### src/inc/pmaf_pkg.sv
// Functional notes
// RULE_01: The Port 1 low mode register sits at AEh, resets to 00h and holds pins 0 to 3, pin n in bits 2n+1 and 2n.
// RULE_02: The Port 1 high mode register sits at AFh, resets to 00h and holds pins 4 to 7, pin 7 on top.
// RULE_03: Each two-bit mode code means 00 quasi-bidirectional, 01 push-pull, 10 open-drain and 11 input only.
// RULE_04: The Port 3 data latch sits at B0h, resets to FFh and serves pins 0 to 7 as general-purpose I/O.
// RULE_05: A Port 3 pin works in its alternate function only while its latch bit is one, and software sets that bit first.
// RULE_06: Port 3 pin 5 counts timer one on every high-to-low transition.
// RULE_07: Port 3 pin 4 counts timer zero on every high-to-low transition.
// RULE_08: Port 3 pin 3 requests external interrupt one on a falling edge or low level when that interrupt is enabled.
// RULE_09: Port 3 pin 2 requests external interrupt zero on a falling edge or low level when that interrupt is enabled.
// RULE_10: Port 3 pin 1 carries serial zero transmit data in modes 1 to 3 and the shift clock in mode 0.
// RULE_11: Port 3 pin 0 takes serial zero receive data in modes 1 to 3 and is the two-way data line in mode 0.
// RULE_12: Port 3 pin 6 is shared by the serial peripheral clock, the two-wire clock and a clock output, chosen by a select register.
// RULE_13: Port 3 pins use the same mode fields as Port 1, in a low register at B3h and a high one at B4h, both reset to 00h.
// RULE_14: A port data read returns the pin level for pins in input mode and the latch otherwise, and writes always load the latch.
package pmaf_pkg;
    localparam logic [7:0] PMAF_ADDR_P1_LATCH = 8'h90;
    localparam logic [7:0] PMAF_ADDR_P1_MODE_LO = 8'hAE;
    localparam logic [7:0] PMAF_ADDR_P1_MODE_HI = 8'hAF;
    localparam logic [7:0] PMAF_ADDR_P3_LATCH = 8'hB0;
    localparam logic [7:0] PMAF_ADDR_P3_MODE_LO = 8'hB3;
    localparam logic [7:0] PMAF_ADDR_P3_MODE_HI = 8'hB4;
    localparam logic [7:0] PMAF_ADDR_PIN_SEL = 8'hF2;
    localparam logic [7:0] PMAF_RST_MODE = 8'h00;
    localparam logic [7:0] PMAF_RST_LATCH = 8'hFF;
    localparam logic [7:0] PMAF_RST_PIN_SEL = 8'h00;
    localparam logic [7:0] PMAF_RD_UNMAPPED = 8'h00;
    localparam logic [7:0] PMAF_PIN_SEL_MASK = 8'h03;
    localparam int unsigned PMAF_PIN_TXD = 1;
    localparam int unsigned PMAF_PIN_RXD = 0;
    localparam int unsigned PMAF_PIN_IRQ0 = 2;
    localparam int unsigned PMAF_PIN_IRQ1 = 3;
    localparam int unsigned PMAF_PIN_TMR0 = 4;
    localparam int unsigned PMAF_PIN_TMR1 = 5;
    localparam int unsigned PMAF_PIN_CLK = 6;
    localparam logic [1:0] PMAF_SER_MODE0 = 2'h0;

    typedef enum logic [1:0] {
        PMAF_MODE_QUASI = 2'b00,
        PMAF_MODE_PUSH_PULL = 2'b01,
        PMAF_MODE_OPEN_DRAIN = 2'b10,
        PMAF_MODE_INPUT = 2'b11
    } pmaf_mode_t;

    typedef enum logic [1:0] {
        PMAF_CLK_SERIAL = 2'b00,
        PMAF_CLK_TWO_WIRE = 2'b01,
        PMAF_CLK_SOURCE = 2'b10,
        PMAF_CLK_NONE = 2'b11
    } pmaf_clk_sel_t;

    typedef struct packed {
        logic wr;
        logic rd;
        logic [7:0] addr;
        logic [7:0] wdata;
    } pmaf_sfr_req_t;

    typedef struct packed {
        logic [7:0] out;
        logic [7:0] oe;
    } pmaf_pins_t;
endpackage

### src/rtl/pmaf_pin_cell.sv
`timescale 1ns/100ps
`default_nettype none
module pmaf_pin_cell
    import pmaf_pkg::*;
(
    input wire pmaf_mode_t mode,
    input wire logic value,
    output logic drv_out,
    output logic drv_oe
);
    always_comb begin
        drv_out = value;
        drv_oe = 1'b0;
        case (mode) // RULE_03
            // quasi mode only pulls low; the weak high comes from the pad pull-up
            PMAF_MODE_QUASI: begin
                drv_oe = ~value;
            end
            PMAF_MODE_PUSH_PULL: begin
                drv_oe = 1'b1;
            end
            PMAF_MODE_OPEN_DRAIN: begin
                drv_oe = ~value;
            end
            default: begin
                drv_oe = 1'b0;
            end
        endcase
    end
endmodule
`default_nettype wire

### src/rtl/pmaf_port.sv
`timescale 1ns/100ps
`default_nettype none
module pmaf_port
    import pmaf_pkg::*;
(
    input wire logic CLK_SYS,
    input wire logic RST_B,
    input wire pmaf_sfr_req_t SFR_REQ,
    output logic [7:0] SFR_RDATA,
    input wire logic [7:0] P1_IN,
    output pmaf_pins_t P1_PINS,
    input wire logic [7:0] P3_IN,
    output pmaf_pins_t P3_PINS,
    input wire logic SER0_ACTIVE,
    input wire logic [1:0] SER0_MODE,
    input wire logic SER0_TXD,
    input wire logic SER0_SHIFT_CLK,
    input wire logic SER0_M0_DOUT,
    input wire logic SER0_M0_DRIVE,
    input wire logic CLK_SHARE_ACTIVE,
    input wire logic SPI_SCK,
    input wire logic TWI_SCL,
    input wire logic CLKS_OUT,
    input wire logic EXT_IRQ0_EN,
    input wire logic EXT_IRQ1_EN,
    input wire logic EXT_IRQ0_EDGE,
    input wire logic EXT_IRQ1_EDGE,
    output logic TMR0_COUNT,
    output logic TMR1_COUNT,
    output logic EXT_IRQ0_REQ,
    output logic EXT_IRQ1_REQ,
    output logic SER0_RXD
);
    function automatic pmaf_mode_t mode_of(input logic [7:0] lo, input logic [7:0] hi,
                                           input int unsigned n);
        logic [15:0] both;
        both = {hi, lo};
        return pmaf_mode_t'(both[2*n +: 2]);
    endfunction

    function automatic logic [7:0] read_port(input logic [7:0] lat, input logic [7:0] pin,
                                             input logic [7:0] lo, input logic [7:0] hi);
        logic [7:0] r;
        r = lat;
        for (int unsigned i = 0; i < 8; i++) begin
            if (mode_of(lo, hi, i) == PMAF_MODE_INPUT) begin
                r[i] = pin[i];
            end
        end
        return r;
    endfunction

    logic [7:0] p1_lo_q, p1_lo_d, p1_hi_q, p1_hi_d, p1_lat_q, p1_lat_d;
    logic [7:0] p3_lo_q, p3_lo_d, p3_hi_q, p3_hi_d, p3_lat_q, p3_lat_d;
    logic [7:0] sel_q, sel_d, rdata_q, rdata_d;
    logic [7:0] p1_in_q, p3_in_q, p3_prev_q;
    logic [7:0] p3_alt, p3_val, p3_fall;
    logic [7:0] p1_out_c, p1_oe_c, p3_out_c, p3_oe_c;
    pmaf_pins_t p1_pins_q, p3_pins_q;
    logic tmr0_d, tmr0_q, tmr1_d, tmr1_q;
    logic irq0_d, irq0_q, irq1_d, irq1_q, rxd_d, rxd_q;
    logic shared_clk;

    // register file
    always_comb begin
        p1_lo_d = p1_lo_q;
        p1_hi_d = p1_hi_q;
        p1_lat_d = p1_lat_q;
        p3_lo_d = p3_lo_q;
        p3_hi_d = p3_hi_q;
        p3_lat_d = p3_lat_q;
        sel_d = sel_q;
        rdata_d = rdata_q;
        if (SFR_REQ.wr) begin
            if (SFR_REQ.addr == PMAF_ADDR_P1_MODE_LO) begin
                p1_lo_d = SFR_REQ.wdata; // RULE_01
            end else if (SFR_REQ.addr == PMAF_ADDR_P1_MODE_HI) begin
                p1_hi_d = SFR_REQ.wdata; // RULE_02
            end else if (SFR_REQ.addr == PMAF_ADDR_P1_LATCH) begin
                p1_lat_d = SFR_REQ.wdata; // RULE_14
            end else if (SFR_REQ.addr == PMAF_ADDR_P3_LATCH) begin
                p3_lat_d = SFR_REQ.wdata; // RULE_04
            end else if (SFR_REQ.addr == PMAF_ADDR_P3_MODE_LO) begin
                p3_lo_d = SFR_REQ.wdata; // RULE_13
            end else if (SFR_REQ.addr == PMAF_ADDR_P3_MODE_HI) begin
                p3_hi_d = SFR_REQ.wdata; // RULE_13
            end else if (SFR_REQ.addr == PMAF_ADDR_PIN_SEL) begin
                sel_d = SFR_REQ.wdata & PMAF_PIN_SEL_MASK; // RULE_12
            end
        end
        if (SFR_REQ.rd) begin
            if (SFR_REQ.addr == PMAF_ADDR_P1_MODE_LO) begin
                rdata_d = p1_lo_q;
            end else if (SFR_REQ.addr == PMAF_ADDR_P1_MODE_HI) begin
                rdata_d = p1_hi_q;
            end else if (SFR_REQ.addr == PMAF_ADDR_P1_LATCH) begin
                rdata_d = read_port(p1_lat_q, p1_in_q, p1_lo_q, p1_hi_q); // RULE_14
            end else if (SFR_REQ.addr == PMAF_ADDR_P3_LATCH) begin
                rdata_d = read_port(p3_lat_q, p3_in_q, p3_lo_q, p3_hi_q); // RULE_14
            end else if (SFR_REQ.addr == PMAF_ADDR_P3_MODE_LO) begin
                rdata_d = p3_lo_q;
            end else if (SFR_REQ.addr == PMAF_ADDR_P3_MODE_HI) begin
                rdata_d = p3_hi_q;
            end else if (SFR_REQ.addr == PMAF_ADDR_PIN_SEL) begin
                rdata_d = sel_q;
            end else begin
                rdata_d = PMAF_RD_UNMAPPED;
            end
        end
    end

    always_ff @(posedge CLK_SYS or negedge RST_B) begin
        if (!RST_B) begin
            p1_lo_q <= PMAF_RST_MODE;
            p1_hi_q <= PMAF_RST_MODE;
            p1_lat_q <= PMAF_RST_LATCH;
            p3_lo_q <= PMAF_RST_MODE;
            p3_hi_q <= PMAF_RST_MODE;
            p3_lat_q <= PMAF_RST_LATCH;
            sel_q <= PMAF_RST_PIN_SEL;
            rdata_q <= PMAF_RD_UNMAPPED;
        end else begin
            p1_lo_q <= p1_lo_d;
            p1_hi_q <= p1_hi_d;
            p1_lat_q <= p1_lat_d;
            p3_lo_q <= p3_lo_d;
            p3_hi_q <= p3_hi_d;
            p3_lat_q <= p3_lat_d;
            sel_q <= sel_d;
            rdata_q <= rdata_d;
        end
    end

    // alternate outputs idle high so that the latch alone sets the pin
    always_comb begin
        case (pmaf_clk_sel_t'(sel_q[1:0])) // RULE_12
            PMAF_CLK_SERIAL: shared_clk = SPI_SCK;
            PMAF_CLK_TWO_WIRE: shared_clk = TWI_SCL;
            PMAF_CLK_SOURCE: shared_clk = CLKS_OUT;
            default: shared_clk = 1'b1;
        endcase
        p3_alt = 8'hFF;
        if (SER0_ACTIVE) begin
            if (SER0_MODE == PMAF_SER_MODE0) begin
                p3_alt[PMAF_PIN_TXD] = SER0_SHIFT_CLK; // RULE_10
                p3_alt[PMAF_PIN_RXD] = SER0_M0_DRIVE ? SER0_M0_DOUT : 1'b1; // RULE_11
            end else begin
                p3_alt[PMAF_PIN_TXD] = SER0_TXD; // RULE_10
            end
        end
        if (CLK_SHARE_ACTIVE) begin
            p3_alt[PMAF_PIN_CLK] = shared_clk; // RULE_12
        end
        // a cleared latch bit holds the pin low and blocks the alternate output
        p3_val = p3_lat_q & p3_alt; // RULE_05
    end

    for (genvar g = 0; g < 8; g++) begin : g_cell
        pmaf_pin_cell u_p1 (
            .mode(mode_of(p1_lo_q, p1_hi_q, g)),
            .value(p1_lat_q[g]),
            .drv_out(p1_out_c[g]),
            .drv_oe(p1_oe_c[g])
        );
        pmaf_pin_cell u_p3 (
            .mode(mode_of(p3_lo_q, p3_hi_q, g)),
            .value(p3_val[g]),
            .drv_out(p3_out_c[g]),
            .drv_oe(p3_oe_c[g])
        );
    end

    // alternate inputs; pins sampled once, so edges lag the pad by one cycle
    always_comb begin
        p3_fall = p3_prev_q & ~p3_in_q;
        tmr1_d = p3_lat_q[PMAF_PIN_TMR1] & p3_fall[PMAF_PIN_TMR1]; // RULE_06 RULE_05
        tmr0_d = p3_lat_q[PMAF_PIN_TMR0] & p3_fall[PMAF_PIN_TMR0]; // RULE_07 RULE_05
        irq1_d = EXT_IRQ1_EN & p3_lat_q[PMAF_PIN_IRQ1] &
                 (EXT_IRQ1_EDGE ? p3_fall[PMAF_PIN_IRQ1] : ~p3_in_q[PMAF_PIN_IRQ1]); // RULE_08
        irq0_d = EXT_IRQ0_EN & p3_lat_q[PMAF_PIN_IRQ0] &
                 (EXT_IRQ0_EDGE ? p3_fall[PMAF_PIN_IRQ0] : ~p3_in_q[PMAF_PIN_IRQ0]); // RULE_09
        rxd_d = p3_lat_q[PMAF_PIN_RXD] ? p3_in_q[PMAF_PIN_RXD] : 1'b1; // RULE_11
    end

    always_ff @(posedge CLK_SYS or negedge RST_B) begin
        if (!RST_B) begin
            p1_in_q <= 8'hFF;
            p3_in_q <= 8'hFF;
            p3_prev_q <= 8'hFF;
            p1_pins_q <= '0;
            p3_pins_q <= '0;
            tmr0_q <= 1'b0;
            tmr1_q <= 1'b0;
            irq0_q <= 1'b0;
            irq1_q <= 1'b0;
            rxd_q <= 1'b1;
        end else begin
            p1_in_q <= P1_IN;
            p3_in_q <= P3_IN;
            p3_prev_q <= p3_in_q;
            p1_pins_q <= '{out: p1_out_c, oe: p1_oe_c};
            p3_pins_q <= '{out: p3_out_c, oe: p3_oe_c};
            tmr0_q <= tmr0_d;
            tmr1_q <= tmr1_d;
            irq0_q <= irq0_d;
            irq1_q <= irq1_d;
            rxd_q <= rxd_d;
        end
    end

    assign SFR_RDATA = rdata_q;
    assign P1_PINS = p1_pins_q;
    assign P3_PINS = p3_pins_q;
    assign TMR0_COUNT = tmr0_q;
    assign TMR1_COUNT = tmr1_q;
    assign EXT_IRQ0_REQ = irq0_q;
    assign EXT_IRQ1_REQ = irq1_q;
    assign SER0_RXD = rxd_q;

    a_mode_low_readback: assert property (@(posedge CLK_SYS) disable iff (!RST_B) // RULE_01
        (SFR_REQ.wr && SFR_REQ.addr == PMAF_ADDR_P1_MODE_LO) ##1
        (SFR_REQ.rd && !SFR_REQ.wr && SFR_REQ.addr == PMAF_ADDR_P1_MODE_LO)
        |=> SFR_RDATA == $past(SFR_REQ.wdata, 2))
        else $error("port one low mode readback wrong");
    a_mode_high_readback: assert property (@(posedge CLK_SYS) disable iff (!RST_B) // RULE_02
        (SFR_REQ.wr && SFR_REQ.addr == PMAF_ADDR_P1_MODE_HI) ##1
        (SFR_REQ.rd && !SFR_REQ.wr && SFR_REQ.addr == PMAF_ADDR_P1_MODE_HI)
        |=> SFR_RDATA == $past(SFR_REQ.wdata, 2))
        else $error("port one high mode readback wrong");
    a_push_pull_drive: assert property (@(posedge CLK_SYS) disable iff (!RST_B) // RULE_03
        p1_lo_q[3:2] == PMAF_MODE_PUSH_PULL |=> P1_PINS.oe[1] && P1_PINS.out[1] == $past(p1_lat_q[1]))
        else $error("push-pull pin not driven from latch");
    a_open_drain_high: assert property (@(posedge CLK_SYS) disable iff (!RST_B) // RULE_03
        p1_hi_q[3:2] == PMAF_MODE_OPEN_DRAIN && p1_lat_q[5] |=> !P1_PINS.oe[5])
        else $error("open-drain pin drives high");
    // checked on the clock: an edge of the enable itself would still see the old mode
    a_input_never_drives: assert property (@(posedge CLK_SYS) disable iff (!RST_B) // RULE_03
        p3_hi_q[7:6] == PMAF_MODE_INPUT |=> !P3_PINS.oe[7])
        else $error("pin in input mode is driven");
    a_input_read_pin: assert property (@(posedge CLK_SYS) disable iff (!RST_B) // RULE_14
        SFR_REQ.rd && SFR_REQ.addr == PMAF_ADDR_P3_LATCH && p3_lo_q[1:0] == PMAF_MODE_INPUT
        |=> SFR_RDATA[0] == $past(p3_in_q[0]))
        else $error("input pin read does not return pin level");
    a_alt_gated_latch: assert property (@(posedge CLK_SYS) disable iff (!RST_B) // RULE_05
        !p3_lat_q[PMAF_PIN_TMR0] |=> !TMR0_COUNT)
        else $error("timer zero counts with latch cleared");
    a_timer_one_count: assert property (@(posedge CLK_SYS) disable iff (!RST_B) // RULE_06
        p3_lat_q[5] && $fell(p3_in_q[5]) |=> TMR1_COUNT ##1 !TMR1_COUNT || $fell(p3_in_q[5]))
        else $error("timer one count pulse wrong");
    a_timer_zero_count: assert property (@(posedge CLK_SYS) disable iff (!RST_B) // RULE_07
        p3_lat_q[4] && p3_prev_q[4] && !p3_in_q[4] |=> TMR0_COUNT)
        else $error("timer zero falling edge missed");
    a_irq_one_level: assert property (@(posedge CLK_SYS) disable iff (!RST_B) // RULE_08
        EXT_IRQ1_EN && !EXT_IRQ1_EDGE && p3_lat_q[3] && !p3_in_q[3] |=> EXT_IRQ1_REQ)
        else $error("external interrupt one level missed");
    a_irq_zero_masked: assert property (@(posedge CLK_SYS) disable iff (!RST_B) // RULE_09
        !EXT_IRQ0_EN |=> !EXT_IRQ0_REQ)
        else $error("external interrupt zero raised while disabled");
    a_shared_clock_pin: assert property (@(posedge CLK_SYS) disable iff (!RST_B) // RULE_12
        CLK_SHARE_ACTIVE && sel_q[1:0] == PMAF_CLK_TWO_WIRE && p3_lat_q[6]
        |=> P3_PINS.out[6] == $past(TWI_SCL))
        else $error("shared clock pin source wrong");
endmodule
`default_nettype wire

### config.mk
export PLATFORM = sky130hd
export DESIGN_NAME = pmaf_port
export DESIGN_NICKNAME = d
export VERILOG_FILES = /design/src/inc/pmaf_pkg.sv /design/src/rtl/pmaf_pin_cell.sv /design/src/rtl/pmaf_port.sv
export SDC_FILE = /design/constraint.sdc
export NUM_CORES = 1
export LEC_CHECK = 0
export ABC_AREA = 1
export BUFFER_PORTS_ARGS = -buffer_cell sky130_fd_sc_hd__buf_2
export CAP_MARGIN = 10
export CORE_MARGIN = 2
export CORE_UTILIZATION = 40
export CTS_CLUSTER_DIAMETER = 30
export DETAILED_ROUTE_END_ITERATION = 12
export PLACE_DENSITY_LB_ADDON = 0.12
export SLEW_MARGIN = 20
export SYNTH_ARGS = -nofsm -noshare
export SYNTH_HDL_FRONTEND = slang
export SYNTH_SLANG_ARGS = --single-unit
### constraint.sdc
create_clock -name CLK_SYS -period 3.45 [get_ports CLK_SYS]
set_input_delay 1.035 -clock CLK_SYS [delete_from_list [all_inputs] [get_ports CLK_SYS]]
set_output_delay 1.035 -clock CLK_SYS [all_outputs]
set_load 0.01 [all_outputs]
* Yosys cells after proc, flatten, opt, wreduce, memory -nomap -nowiden
Cells that the tools add are included.
** Storage, ports and cells
- Bits in registers :: 117
- Bits of input ports :: 51
- Output and inout bits :: 45
** Cells by class
- Eq/ne operators :: 57
- Muxes and demuxes :: 48
- Bitwise gates (word level) :: 33
- Reduce and logical (&&, ||, !) cells :: 41
** Operator list (number)
- $eq 2x2->1 const B :: 33
- $eq 8x8->1 const B :: 7
- $mux 8 :: 6
- $logic_not 2->1 :: 18
- $eq 2x1->1 const B :: 17
- $pmux 1 s2 :: 16
- $reduce_or 2->1 :: 16
- $not 1->1 :: 24
- $mux 1 :: 23
- $and 8x8->8 :: 1
- $reduce_and 8->1 :: 1
- $reduce_and 7->1 :: 1
- $and 1x1->1 :: 6
- $and 6x6->6 :: 1
- $not 6->6 :: 1
- $reduce_and 6->1 :: 1
- $reduce_and 5->1 :: 1
- $mux 2 :: 2
- $reduce_and 4->1 :: 1
- $pmux 1 s3 :: 1
- $reduce_and 3->1 :: 1
- $reduce_and 2->1 :: 1

* Depth between registers and ports, before layout
Gate-level depths: netlist (run 1).
- Depth in word-level cells :: 8
- Gate-level depth with buffers :: 11

* By module
From an unflattened synthesis (run 1), not the netlist that was laid out.
** Unflattened totals
- Cells, all modules :: 597
- Area, all modules :: 5128.7 sq um
** By module, submodules not included
- pmaf_port :: times used 1, cells an instance 485, area an instance 4648.2 sq um, seq. area each 2924.1 sq um
- pmaf_pin_cell :: times used 16, cells an instance 7, area an instance 30.0 sq um, seq. area each 0.0 sq um

* Least setup slack after synthesis (run 1)
No wires, ideal clock.
- Kind :: input -> register
- Start point :: in SFR_REQ[11] (netlist bit)
- End point :: reg p3_lo_q[6]
- Data arrival time :: 1.949 ns
- Data required time :: 3.322 ns
- Path slack :: 1.373 ns
- Cell stages on the path :: 9
- Path buffers :: 1
- Path through :: inv_1 nand2_1 nor2_1 nand2_1 inv_2 nand2_2 buf_2 nand2_1 o21ai_0
** Between the ends
- Longest elaborated chain between the ends :: 3
** Ends and longest elaborated chain
- from (decl) :: line pmaf_port.sv:8 : input wire pmaf_sfr_req_t SFR_REQ,
- $eq 8x8->1, on equally long branches
- $not 1->1 (no source line)
- $reduce_and 6->1 (no source line) *
- to (signal assigned) :: line pmaf_port.sv:126 : p3_lo_q <= p3_lo_d;
- to (decl) :: line pmaf_port.sv:54 : logic [7:0] p3_lo_q, p3_lo_d, p3_hi_q, p3_hi_d, p3_lat_q, p3_lat_d;
Every way passes the cells marked *; elsewhere a longest branch is shown, timed or not.
A chain may end at the register's enable or synchronous reset.

* Worst setup path in the final report (run 1)
- Start point :: in SFR_REQ[14] (netlist bit)
- End point :: reg rdata_q[5] (netlist: SFR_RDATA[5])
** Between the ends
- Longest elaborated chain between the ends :: 7
** Ends and longest elaborated chain
- $eq 8x8->1 :: line pmaf_port.sv:102 : end else if (SFR_REQ.addr == PMAF_ADDR_P3_MODE_HI) begin
- $mux 8 :: line pmaf_port.sv:102
- $mux 8 :: line pmaf_port.sv:100 : end else if (SFR_REQ.addr == PMAF_ADDR_P3_MODE_LO) begin
- $mux 8 :: line pmaf_port.sv:98 : end else if (SFR_REQ.addr == PMAF_ADDR_P3_LATCH) begin
- $mux 8 :: line pmaf_port.sv:96 : end else if (SFR_REQ.addr == PMAF_ADDR_P1_LATCH) begin
- $mux 8 :: line pmaf_port.sv:94 : end else if (SFR_REQ.addr == PMAF_ADDR_P1_MODE_HI) begin
- $mux 8 * :: line pmaf_port.sv:92 : if (SFR_REQ.addr == PMAF_ADDR_P1_MODE_LO) begin
- to (signal assigned) :: line pmaf_port.sv:130 : rdata_q <= rdata_d;
- to (decl) :: line pmaf_port.sv:55 : logic [7:0] sel_q, sel_d, rdata_q, rdata_d;
Marks and branches as above.

==> results of run 1 <==
[registers in the layout, indices dropped and copies added (netlist names), 8 cells and up]
| name | count |
|---|---|
| p1_lat_q | 8 |
| p3_lo_q | 8 |
| P1_PINS | 16 |
| p1_hi_q | 8 |
| p3_in_q | 8 |
| P3_PINS | 16 |
| p3_lat_q | 8 |
| p1_in_q | 8 |
| p1_lo_q | 8 |
| p3_hi_q | 8 |
| SFR_RDATA | 8 |
[cells by family (layout without fill, tap and decap cells)]
kind of cell / count (synthesis) / count (layout) / share of synthesized area
multiplexers: 6 / 6 / 0.0137
flip-flops: 115 / 115 / 0.618
buffers and inverters: 44 / 167 / 0.0410
AND/OR/NAND/NOR: 231 / 231 / 0.218
AO/OA/AOI/OAI: 90 / 90 / 0.109
[routing by layer]
metal,track usage,up-vias
li1,-,1816
met1,0.259,1753
met2,0.294,110
met3,0.0498,18
met4,0.0919,0
met5,0,-
[layout make-up]
class | count | area share
Inverter | 36 | 0.0227
Multi-Input combinational cell | 327 | 0.269
Tap cell | 143 | 0.0298
Clock inverter | 12 | 0.0300
Clock buffer | 20 | 0.0760
Sequential cell | 115 | 0.486
Timing Repair Buffer | 99 | 0.0866
[worst min-delay path by stage]
stage               start           end  slack [ns]  cells after the start
2_1_floorplan  p3_in_q[2]  p3_prev_q[2]        0.36                      0
3_3_place_gp   p3_in_q[3]  p3_prev_q[3]        0.37                      0
3_5_place_dp   p3_in_q[5]  p3_prev_q[5]        0.37                      0
4_1_cts        p3_in_q[4]  p3_prev_q[4]        0.38                      0
5_1_grt        p3_in_q[4]  p3_prev_q[4]        0.38                      0
6_report       p3_in_q[4]  p3_prev_q[4]        0.38                      0
[cell usage after synthesis, drive strengths merged]
cell type    n
clkinv       1
dfstp       37
dfrtp       78
nand4        5
nor2        29
o211ai       6
o21ai       65
nor3         3
nand2      160
a21boi       1
a21oi       10
nand3       34
mux2         4
mux2i        2
inv         35
buf          8
o21a         6
a211oi       2
[power by group]
part           switching (W)  internal (W)  leakage, nW  total (W)
Clock               0.000621       0.00124        0.294    0.00187
Sequential         0.0000500       0.00144         1.39    0.00149
Combinational       0.000135     0.0000855         1.25   0.000220
[worst max-delay path, stage by stage]
cell and delay, ns:
sky130_fd_sc_hd__buf_2 0.11, sky130_fd_sc_hd__inv_1 0.04, sky130_fd_sc_hd__nand2_1 0.07, sky130_fd_sc_hd__nor2_1 0.58, sky130_fd_sc_hd__nand2_2 0.29, sky130_fd_sc_hd__o21ai_0 0.25, sky130_fd_sc_hd__nor2_1 0.05, sky130_fd_sc_hd__o21ai_0 0.07
sky130_fd_sc_hd__nand2_1 0.06
[per-stage QoR]
stage,hold slack (ns),area (sq um),std cells,util
3_5_place_dp,0.372,5380,720,0.469
6_report,0.376,6010,752,0.524
5_1_grt,0.380,6010,752,0.524
3_3_place_gp,0.370,5380,720,0.469
2_1_floorplan,0.361,4730,486,-
4_1_cts,0.376,6010,752,0.524
==> results.md, run 1 <==
- The flow ran to the end, and the final reports show no timing, DRC or antenna violations.
- The via count of the first global-routing pass is 3,698.
- The per-cell via count in the routed design is 4.92.
- The root buffer cell is sky130_fd_sc_hd__clkbuf_16.
- The min-delay analysis places its worst path in the category flip-flop to flip-flop.
- The clock input transition at the sequential cells of the worst setup and hold paths is 0.05 ns.
- A synthesized cell averages 9.74 sq um.
- The arrival time reported for the critical path endpoint is 2.56 ns.
- The worst-case vdd ir drop is 290 uV.
- The final wirelength is 11.4 mm.
- In this run the critical register-to-register path is launched from p1_lo_q[5].
- The number of clock buffers added by TritonCTS is 17.
- The final layout contains 647 nets.
- The worst-path maximum fanout is 9.
- During synthesis, Yosys emitted a total of 0 warnings.
- The overall track demand over capacity in global routing is 0.193.
- The topmost layer with routed signal wires is met4.
- The later pin in the worst-skew pair is clocked with a latency of 0.42 ns.
- Dividing the detail-routed wire length by the instance count gives 15.2 microns.
- The analysis attributes to cell leakage a power of 2.93 nW.
- The endpoint identified for the worst register-to-register timing path is SFR_RDATA[2].
- Measured in cells, the most critical reg-to-reg path has a length of 6.
- The routed layout has 3,697 vias.
- The count of input and output buffers is 95.
- During I/O placement, the number of pins put on the boundary was 96.
- After synthesis, the netlist uses 30 different library cells.
- The gate count after technology mapping is 486.
- Routability-driven placement finished with a final weighted congestion of 0.855.
- The number of antenna violations at the first check in global routing is 0.
- The wire length on met1 is 5.23 mm.
- Counting along the longest clock path gives a buffer depth of 2.
- The count of maximum capacitance violations is 0.
- STA classifies the critical path endpoint as a flip-flop.
- The total die area is 12,700 sq um.
- Setup repair after global routing left no endpoint under its margin.
- The fraction of the yosys area taken by sequential cells is 0.618.
- The number of buffers added for setup after CTS is 0.
- Setup violations remaining at the end of the flow were counted as 0.
- By area the synthesized netlist is led by sky130_fd_sc_hd__dfrtp_1 41%, sky130_fd_sc_hd__dfstp_2 21%, sky130_fd_sc_hd__nand2_1 12%, sky130_fd_sc_hd__o21ai_0 4.0%, sky130_fd_sc_hd__nand3_1 3.4%.
- In this run the register-to-register setup slack is 2.18 ns.
- The initialized floorplan defines 39 standard-cell rows.
- The transition time at the pin with the least slew margin is 0.725 ns.
- From bottom edge to top edge, the die measures 113 microns.
- Detailed placement ended at an HPWL of 8.08 mm.
- The nature of the critical path startpoint is an input pin.
- The leading area contributor after synthesis is sky130_fd_sc_hd__dfrtp_1.
- Of the cells placed in the final design, the portion with a size suffix greater than 1 is 0.327.
- The routed length on met2 is 5.29 mm.
- The post-synthesis instance area is 4730 sq um.
- Of the post-synthesis cell area, the dominant cell type holds 0.412.
- Entering global routing, the biggest net connects 57 pins.
- From synthesis to final layout, the design area changed by 27.0%.
- The final cycle utilization of the critical path is 0.654.
- The final setup TNS is 0 ns.
- The critical path is of the input pin to flip-flop type.
- The setup slack at placement is 0.779 ns.
- The total overflow left after global routing is 0.
- The remaining antenna violation count is 0.
- Across the whole layout, storage elements account for 2920 sq um.
- The max-slew headroom at the worst pin is 0.515.
- Between clock sinks in the finished design, the worst skew comes to 0.00771 ns.
- The count of hold-fix buffers inserted at cts is 0.
- The overall power consumption is 0.00358 W.
- The initial utilization of the core area, before any placement, comes to 0.413.
- The detailed router finished its first iteration with 174 violations.
- The most critical setup path has its endpoint at SFR_RDATA[5].
- The library cells used most frequently in the layout, excluding fill and tap cells, are 153 x sky130_fd_sc_hd__nand2_1, 94 x sky130_fd_sc_hd__buf_2, 78 x sky130_fd_sc_hd__dfrtp_1.
- The x dimension of the die is 113 microns.
- The area inside the core boundary is 11,500 sq um.
- The number of nets produced by synthesis is 537.
- The total area of multi-input combinational cells is 1620 sq um.
- The number of slew-limit violations in the final report is 0.
- The count of filler cells inserted in the layout is 1,033.
- For the worst setup path, the data required time is 3.75 ns.
- The wire length of the first global-routing pass is 18.7 mm.
- The most critical setup path has its startpoint at SFR_REQ[14].
- For this run, design rule violations remaining after detail routing come to 0.
- For this design, the sink count on the clock tree is 115.
- The H-tree generated during clock tree synthesis spans 4 levels.
- Across all setup checks in the final design, the least slack found is 1.19 ns.
- The highest clock rate is 0.443 GHz.
- Gates resized during post-CTS repair numbered 0.
- The hold violation total from the final report is 0.
- The sum of met3 wire segment lengths after detailed routing is 653 microns.
- The power density normalized to cell area is 595 nW/um^2.
- The most frequent standard cell in the layout excluding fill and tap cells is sky130_fd_sc_hd__nand2_1.
- TritonCTS built the clock tree.
- The repair_antennas step left the layout with diodes totalling 0.
- The clock period could shrink to 2.26 ns.
- The first-pass iteration count of the detailed router is 4.
- The number of register bits inferred by synthesis is 115.
Power figures use the tool's default switching activity.
==> inputs of run 2 (changes only) <==
==> constraint.sdc (replaced) <==
create_clock -name CLK_SYS -period 2.3 [get_ports CLK_SYS]
set_input_delay 0.69 -clock CLK_SYS [delete_from_list [all_inputs] [get_ports CLK_SYS]]
set_output_delay 0.69 -clock CLK_SYS [all_outputs]
set_load 0.01 [all_outputs]
==> run 2 against run 1 <==
  * Total power increased by 54%
  * Largest cell class unchanged
  * First-iteration DRC count shrank 1.7%
  * Sequential share of layout area shrank 0.52 points
  * Global-route usage down 0.053 points
  * Critical endpoint is now p1_lat_q[1]
  * Sequential power up 51%
==> results.md, run 2 (synthesis gave the netlist of run 1 again) <==
- The met3 routing resource usage after global routing is 0.0525 (+0.00268).
- The share of cells above drive strength 1 is 0.330 (+0.00274).
- The final cycle utilization of the critical path is 0.748.
- The H-tree depth is 4 (unchanged).
- The highest clock rate is 0.581 GHz.
- The max-slew headroom at the worst pin is 0.639 (+0.124).
- The x dimension of the die was 113 microns (unchanged).
- The number of design rule violations left after detail routing is 0 (unchanged).
- Setup repair after global routing left no endpoint under its margin.
- The remaining antenna violation count is 0 (unchanged).
- The final net count came to 648 (+0.15%).
- The count of input and output buffers is 95 (unchanged).
- The per-cell via count in the routed design is 4.90 (-0.27%).
- The worst register-to-register path ends at SFR_RDATA[7].
- The setup clock skew after layout is 0.00639 ns (-0.00132 ns).
- The routability congestion estimate is 0.889 (+4.0%).
- The highest cell delay on the worst timing path was 0.38 ns (-0.20 ns).
- The vertical die dimension is 113 microns (unchanged).
- The clock latency reported for the late side of the worst-skew pair was 0.41 ns (about the same).
- Walking the worst path, the cells encountered are buf_2 > inv_1 > nand2_1 > nor3_1 > nand2_2 > clkinv_2 > nand2_2 > nand2_1 > o21ai_2.
- The worst min-delay path class is input pin to async pin.
- The met2 routing resource usage after global routing was 0.295 (+0.00120).
- The relative area change from synthesis to final layout is 28.4%.
- The worst-path maximum fanout is 16 (+7).
- The area inside the core boundary is 11,500 sq um (unchanged).
- The startpoint identified for the worst register-to-register timing path is p1_hi_q[6].
- The number of buffers added for setup after CTS is 0 (unchanged).
- The number of top-level pins is 96 (unchanged).
- The post-CTS resize count is 0 (unchanged).
- The wire length of the first global-routing pass is 18.6 mm (-0.33%).
- The first-pass iteration count of the detailed router came to 4 (unchanged).
- The data required time at the worst endpoint is 2.63 ns (-1.12 ns).
- The total area of multi-input combinational cells is 1620 sq um (unchanged).
- The transition time at the pin with the least slew margin is 0.542 ns (-0.183 ns).
- The flow ran to the end, and the final reports show no timing, DRC or antenna violations.
- The HPWL after detailed placement is 8.15 mm (+0.83%).
- Leaving out fill and tap cells, the most frequent cell in the layout is sky130_fd_sc_hd__nand2_1.
- The time the worst path needs with I/O delays and setup is 1.72 ns.
- The arrival time reported for the critical path endpoint is 2.05 ns (-0.51 ns).
- The via count of the first global-routing pass came to 3,773 (+2.0%).
- The total leakage power is 2.98 nW (+1.8%).
- The number of buffers and inverters on the critical path is 3 (+1).
- In this run the most used layer during global routing was met2.
- The count of filler cells inserted in the layout is 1,038 (+0.48%).
- The sink count of the clock tree is 115 (unchanged).
- The worst-case vdd ir drop is 458 uV (+58%).
- The final setup TNS is 0 ns (unchanged).
- The count of maximum capacitance violations is 0 (unchanged).
- The number of setup violations in the final report is 0 (unchanged).
- In this run the worst setup path begins at SFR_REQ[14].
- The depth of the worst register-to-register path was 6 (unchanged).
- The worst setup path is launched from an input pin.
- The number of placement rows is 39 (unchanged).
- The clock input transition at the sequential cells of the worst setup and hold paths came to 0.05 ns (about the same).
- The critical path is of the input pin to flip-flop type.
- The gate family responsible for the most delay along the worst path is simple AND/OR/NAND/NOR gates.
- The post-layout worst setup margin is 0.579 ns (-0.615 ns).
- For this design, the slowest cell found on the critical path is sky130_fd_sc_hd__nor3_1.
- The global-route met1 utilization was 0.260 (+0.00124).
- The overall track demand over capacity in global routing came to 0.192 (-0.000531).
- In this run the clock root is driven by a sky130_fd_sc_hd__clkbuf_16.
- The setup slack at placement is 0.156 ns (-0.622 ns).
- The vias after detailed routing is 3,692 (-0.14%).
- The wire length per cell after detailed routing is 15.0 microns (-1.6%).
- The total die area is 12,700 sq um (unchanged).
- The footprint of the flip-flops and latches was 2920 sq um (unchanged).
- TritonCTS built the clock tree.
- The number of design-rule violations left by the first detailed-router iteration is 171 (-1.7%).
- The antenna diode count is 0 (unchanged).
- The overall overflow remaining after global route is 0 (unchanged).
- The power density normalized to cell area was 909 nW/um^2 (+53%).
- The number of slew-limit violations in the final report is 0 (unchanged).
- The count of hold-fix buffers inserted at cts is 0 (unchanged).
- The CTS buffer count is 17 (unchanged).
- The number of antenna violations at the first check in global routing came to 0 (unchanged).
- The flop-to-flop setup slack is 1.04 ns (-1.14 ns).
- The hold violation total from the final report is 0 (unchanged).
- The effective utilization at floorplan came to 0.413 (unchanged).
- In the layout the commonest cells are 153 x sky130_fd_sc_hd__nand2_1, 94 x sky130_fd_sc_hd__buf_2, 78 x sky130_fd_sc_hd__dfrtp_1.
- The kind of end point of the critical path is a flip-flop.
- The total number of cells along the worst setup path was 9 (unchanged).
- The final wirelength was 11.3 mm (-1.5%).
- The maximum number of pins on one net before global-route repair is 43 (-25%).
- The number of buffers on the longest clock path came to 2 (unchanged).
- The most critical setup path has its endpoint at p1_lat_q[1].
## run 2: cell count changes in the layout (fill, tap and decap cells not counted)
cell                         previous run  this run
sky130_fd_sc_hd__buf_12                 1         3
sky130_fd_sc_hd__buf_4                  4         3
sky130_fd_sc_hd__bufinv_16              4         5
sky130_fd_sc_hd__clkbuf_1               1         0
sky130_fd_sc_hd__clkbuf_8               2         5
sky130_fd_sc_hd__clkinv_2               2         6
sky130_fd_sc_hd__clkinv_4               2         0
sky130_fd_sc_hd__clkinvlp_4             5         0
## run 2: per-layer routing
metal | vias to the layer above | wire (microns)
met1 | 1737 | 5280
met5 | - | 0
met2 | 109 | 5130
met3 | 19 | 635
li1 | 1827 | -
met4 | 0 | 215
## run 2: power breakdown
| part | internal [W] | switching (W) |
|---|---|---|
| Clock | 0.00205 | 0.000886 |
| Sequential | 0.00217 | 0.0000779 |
| Combinational | 0.000132 | 0.000206 |
| Total | 0.00435 | 0.00117 |
## run 2: final cells by class
cell class	instances	share of cell area
flip-flops and latches	115	0.481
inverters	36	0.0224
well taps	143	0.0294
clock buffers	22	0.0813
repair buffers	100	0.0910
multi-input cells	327	0.266
clock inverters	10	0.0288
## run 2: worst min path at each step
stage,from,cells past startpoint,to,slack [ns]
after floorplan,p3_in_q[2],0,p3_prev_q[2],0.36
after global placement,p3_in_q[5],0,p3_prev_q[5],0.37
after detailed placement,p3_in_q[3],0,p3_prev_q[3],0.37
after CTS,RST_B,1,P3_PINS[12],0.27
after global routing,RST_B,1,P3_PINS[4],0.28
final,RST_B,1,P3_PINS[12],0.26
## run 2: stage by stage
| stage | std cells | utilization | cell area [sq um] | power, W | hold WS (ns) |
|---|---|---|---|---|---|
| floorplan | 486 | - | 4730 | 0.00241 | 0.361 |
| global placement | 721 | 0.472 | 5410 | 0.00261 | 0.372 |
| detailed placement | 721 | 0.472 | 5410 | 0.00262 | 0.372 |
| CTS | 753 | 0.530 | 6080 | 0.00557 | 0.269 |
| global route | 753 | 0.530 | 6080 | 0.00573 | 0.278 |
| finish | 753 | 0.530 | 6080 | 0.00552 | 0.261 |
==> inputs of run 3 (changes only) <==
--- a/config.mk
+++ b/config.mk
@@ -5,7 +5,7 @@
 export SDC_FILE = /design/constraint.sdc
 export NUM_CORES = 1
 export LEC_CHECK = 0
-export ABC_AREA = 1
+export ABC_AREA = 0
 export BUFFER_PORTS_ARGS = -buffer_cell sky130_fd_sc_hd__buf_2
 export CAP_MARGIN = 10
 export CORE_MARGIN = 2
==> constraint.sdc (replaced) <==
create_clock -name CLK_SYS -period 1.8 [get_ports CLK_SYS]
set_input_delay 0.54 -clock CLK_SYS [delete_from_list [all_inputs] [get_ports CLK_SYS]]
set_output_delay 0.54 -clock CLK_SYS [all_outputs]
set_load 0.01 [all_outputs]
==> run 3 against run 2 <==
  * Clock skew up 0.00062 ns
  * Clock-buffer cell count unchanged
  * First-iteration DRC count fell by 5.3%
  * Sequential share of layout area decreased by 3.0 points
  * Non-clock buffer count is 34 higher
  * Worst setup slack lost 0.36 ns
  * Synthesized area up 2.9%
  * Worst hold slack got worse by 0.040 ns
  * Total power increased by 24%
  * Critical path depth decreased by 2
  * Die area up 2.8%
  * Final area up 6.7%
  * Largest power group unchanged
==> results.md, run 3 <==
- The run finished with clean final reports.
- The total die area is 13,100 sq um (+2.8%).
- The routability congestion estimate is 0.853 (-4.1%).
- The most frequent standard cell in the layout excluding fill and tap cells is sky130_fd_sc_hd__buf_2.
- The number of slew-limit violations in the final report is 0 (unchanged).
- The final cycle utilization of the critical path is 0.880.
- The time the worst path needs with I/O delays and setup is 1.58 ns.
- TritonCTS built the clock tree.
- The total area of multi-input combinational cells is 1880 sq um (+17%).
- The nature of the critical path startpoint is an input pin.
- The H-tree depth is 4 (unchanged).
- The hold violation total from the final report is 0 (unchanged).
- The average instance area after synthesis is 12.9 sq um (+33%).
- The clock network fraction of design power was 0.521 (-0.011).
- The per-cell via count in the routed design is 5.13 (+4.6%).
- The fraction of the yosys area taken by sequential cells came to 0.601 (-0.0171).
- The number of register bits inferred by synthesis came to 115 (unchanged).
- The proportion of register bits with asynchronous set or reset after synthesis is 1.00 (unchanged).
- The biggest area contributor in the post-synthesis netlist is sky130_fd_sc_hd__dfrtp_1.
- Counting instances, the worst hold path has a depth of 1.
- The gate count after technology mapping is 376 (-23%).
- The cell-internal power is 0.00541 W (+24%).
- The wire length of the first global-routing pass was 19.6 mm (+5.4%).
- The worst hold-check slack is 0.221 ns (-0.0399 ns).
- The HPWL after detailed placement is 8.82 mm (+8.2%).
- The worst min-delay path class is input pin to flip-flop.
- The top cell types in the final layout, fill and taps aside, are 94 x sky130_fd_sc_hd__buf_2, 78 x sky130_fd_sc_hd__dfrtp_1, 55 x sky130_fd_sc_hd__mux2_2.
- The area inside the core boundary is 12,000 sq um (+4.3%).
- The setup clock skew after layout was 0.00701 ns (+0.000619 ns).
- The flop-to-flop setup slack came to 0.35 ns (-0.69 ns).
- The number of placement rows was 40 (+2.6%).
- The arrival time reported for the critical path endpoint came to 1.86 ns (-0.19 ns).
- The number of buffers and inverters on the critical path is 2 (-1).
- The destination of the worst register-to-register timing path is SFR_RDATA[5].
- The commonest cells after synthesis are 78 x sky130_fd_sc_hd__dfrtp_1, 55 x sky130_fd_sc_hd__mux2_2, 38 x sky130_fd_sc_hd__nand2_1, 37 x sky130_fd_sc_hd__dfstp_2, 25 x sky130_fd_sc_hd__mux2i_1.
- The number of buffers added for setup after CTS came to 0 (unchanged).
- The first-pass iteration count of the detailed router was 4 (unchanged).
- The count of input and output buffers is 95 (unchanged).
- The proportion of netlist area held by the largest area contributor is 0.401 (-0.0114).
- The setup slack at placement is -0.205 ns (-0.361 ns).
- The total leakage power came to 3.02 nW (+1.4%).
- Among all flip-flop cells after synthesis, the most frequent one is sky130_fd_sc_hd__dfrtp_1.
- The startpoint identified for the worst hold timing path is P3_IN[5].
- The overall overflow remaining after global route came to 0 (unchanged).
- The number of design-rule violations left by the first detailed-router iteration is 162 (-5.3%).
- The clock latency reported for the late side of the worst-skew pair is 0.41 ns (about the same).
- The worst-path maximum fanout is 5 (-11).
- The highest cell delay on the worst timing path is 0.30 ns (-0.08 ns).
- The relative area change from synthesis to final layout is 33.1%.
- The final wirelength was 12.0 mm (+6.2%).
- Setup repair after global routing left no endpoint under its margin.
- The most frequent cell after synthesis is sky130_fd_sc_hd__dfrtp_1.
- The overall track demand over capacity in global routing is 0.202 (+0.0102).
- The root buffer cell chosen for the clock tree is sky130_fd_sc_hd__clkbuf_16.
- The remaining antenna violation count was 0 (unchanged).
- The worst-case vdd ir drop is 1310 uV (+190%).
- In this run the critical register-to-register path is launched from p3_hi_q[2].
- The final net count came to 568 (-12%).
- The worst hold path terminates at p3_in_q[5].
- The x dimension of the die is 114 microns (+1.4%).
- The vias after detailed routing is 3,471 (-6.0%).
- The number of nets produced by synthesis was 427 (-20%).
- The slowest cell on the critical path is sky130_fd_sc_hd__a2111oi_0.
- The gate family responsible for the most delay along the worst path is simple AND/OR/NAND/NOR gates.
- The depth of the worst register-to-register path came to 5 (-1).
- The relative contribution of combinational cells to total power is 0.067 (+0.006).
- The share of cells above drive strength 1 was 0.502 (+0.172).
- The number of antenna violations at the first check in global routing is 0 (unchanged).
- The number of top-level pins is 96 (unchanged).
- The switching component of the power is 0.00146 W (+25%).
- The power density normalized to cell area is 1060 nW/um^2 (+17%).
- The post-layout worst setup margin is 0.216 ns (-0.363 ns).
- The footprint of the flip-flops and latches is 2920 sq um (unchanged).
- The via count of the first global-routing pass is 3,596 (-4.7%).
- The maximum number of pins on one net before global-route repair is 38 (-12%).
- The switching part of the total is 0.213 (+0.00118).
- The total instance count after detailed placement came to 644 (-11%).
- The data required time at the worst endpoint is 2.08 ns (-0.55 ns).
- Walking the worst path, the cells encountered are buf_2 > buf_4 > and3b_1 > and3_1 > o2bb2ai_1 > a21oi_1 > a2111oi_0.
- The number of distinct standard cells referenced by the synthesized netlist came to 51 (+70%).
- The effective utilization at floorplan is 0.407 (-0.00576).
- The CTS buffer count is 17 (unchanged).
- The number of cells in the finished layout apart from fillers came to 677 (-10%).
- The antenna diode count is 0 (unchanged).
- The vertical die dimension was 114 microns (+1.4%).
- The critical path in this run is classified as input pin to flip-flop.
- The number of setup violations in the final report was 0 (unchanged).
- The count of filler cells inserted in the layout is 1,037 (-0.096%).
- The portion of total power attributed to sequential cells is 0.412 (+0.006).
- The highest clock rate is 0.631 GHz.
- The number of synthesis warnings is 0 (unchanged).
- Yosys attributes the largest share of cell area to sky130_fd_sc_hd__dfrtp_1 40%, sky130_fd_sc_hd__dfstp_2 20%, sky130_fd_sc_hd__mux2_2 13%, sky130_fd_sc_hd__mux2i_1 5.1%, sky130_fd_sc_hd__nand2_1 2.9%.
- The count of maximum capacitance violations is 0 (unchanged).
- The sink count of the clock tree is 115 (unchanged).
- The number of design rule violations left after detail routing was 0 (unchanged).
- The transition time at the pin with the least slew margin is 0.365 ns (-0.177 ns).
- STA classifies the critical path endpoint as a flip-flop.
- The number of buffers on the longest clock path was 2 (unchanged).
- The number of flops mapped to enable cells by yosys is 0 (unchanged).
- The post-synthesis instance area was 4870 sq um (+2.9%).
- The max-slew headroom at the worst pin came to 0.751 (+0.112).
- The wire length per cell after detailed routing is 17.7 microns (+18%).
- The clock input transition at the sequential cells of the worst setup and hold paths was 0.06 ns (about the same).
run 3: stage by stage:
step | area, sq um | total power [W] | TNS (ns) | util
floorplan | 4880 | 0.00305 | 0 | -
global placement | 5830 | 0.00333 | -6.22 | 0.488
detailed placement | 5830 | 0.00334 | -6.97 | 0.488
CTS | 6480 | 0.00696 | 0 | 0.542
global route | 6480 | 0.00715 | 0 | 0.542
finish | 6480 | 0.00688 | 0 | 0.542
run 3: how the worst max path moves through the flow:
stage	to	from	cells past startpoint
final	SFR_RDATA[3]	SFR_REQ[10]	7
after global placement	p3_hi_q[7]	SFR_REQ[8]	5
after CTS	SER0_RXD	SER0_RXD	1
after detailed placement	p1_hi_q[0]	SFR_REQ[9]	6
after floorplan	SFR_RDATA[2]	SFR_REQ[8]	7
after global routing	SFR_RDATA[3]	SFR_REQ[10]	7
run 3: cell type report:
type / instances / share of cell area
sequential: 115 / 0.451
inverter: 1 / 0.000579
clock inverter: 10 / 0.0237
timing repair buffer: 134 / 0.131
clock buffer: 22 / 0.0747
tap: 147 / 0.0284
multi-input combinational: 248 / 0.291
run 3: cell families (layout without fill, tap and decap cells):
kind of cell           Yosys count  in the layout  synth area share
DFF                            115            115             0.601
and+or+nand+nor                114            114             0.131
muxes                           80             80             0.179
AOI/OAI and AO/OA               54             54            0.0753
buffers and inverters           13            167            0.0149
run 3: repair_timing:
item	4_1_cts	5_1_grt
hold buffers	1	0
endpoints found under the hold margin	9	0
gates resized for setup	0	0
run 3: routing by layer:
layer  routed length (microns)  vias to the layer above  global-route usage  part of all wire
li1                          -                     1642                   -                 -
met1                      5600                     1732               0.273              0.47
met2                      5650                       87               0.307              0.47
met3                       557                       10              0.0672             0.047
met4                       154                        0              0.0724             0.013
met5                         0                        -                   0                 0
run 3: power by group through the flow:
stage	clock (W)	sequential [W]	combinational, W
after global placement	0	0.00287	0.000460
after floorplan	0	0.00287	0.000173
after detailed placement	0	0.00287	0.000467
after global routing	0.00378	0.00285	0.000516
after CTS	0.00366	0.00283	0.000472
final	0.00358	0.00283	0.000462
run 3: worst reg2reg max path, stage by stage, from the launching register on:
cell and delay, ns:
sky130_fd_sc_hd__dfrtp_1 0.41, sky130_fd_sc_hd__nand2_1 0.08, sky130_fd_sc_hd__mux2_2 0.25, sky130_fd_sc_hd__a21oi_1 0.06
sky130_fd_sc_hd__or3_1 0.36, sky130_fd_sc_hd__a41oi_1 0.21
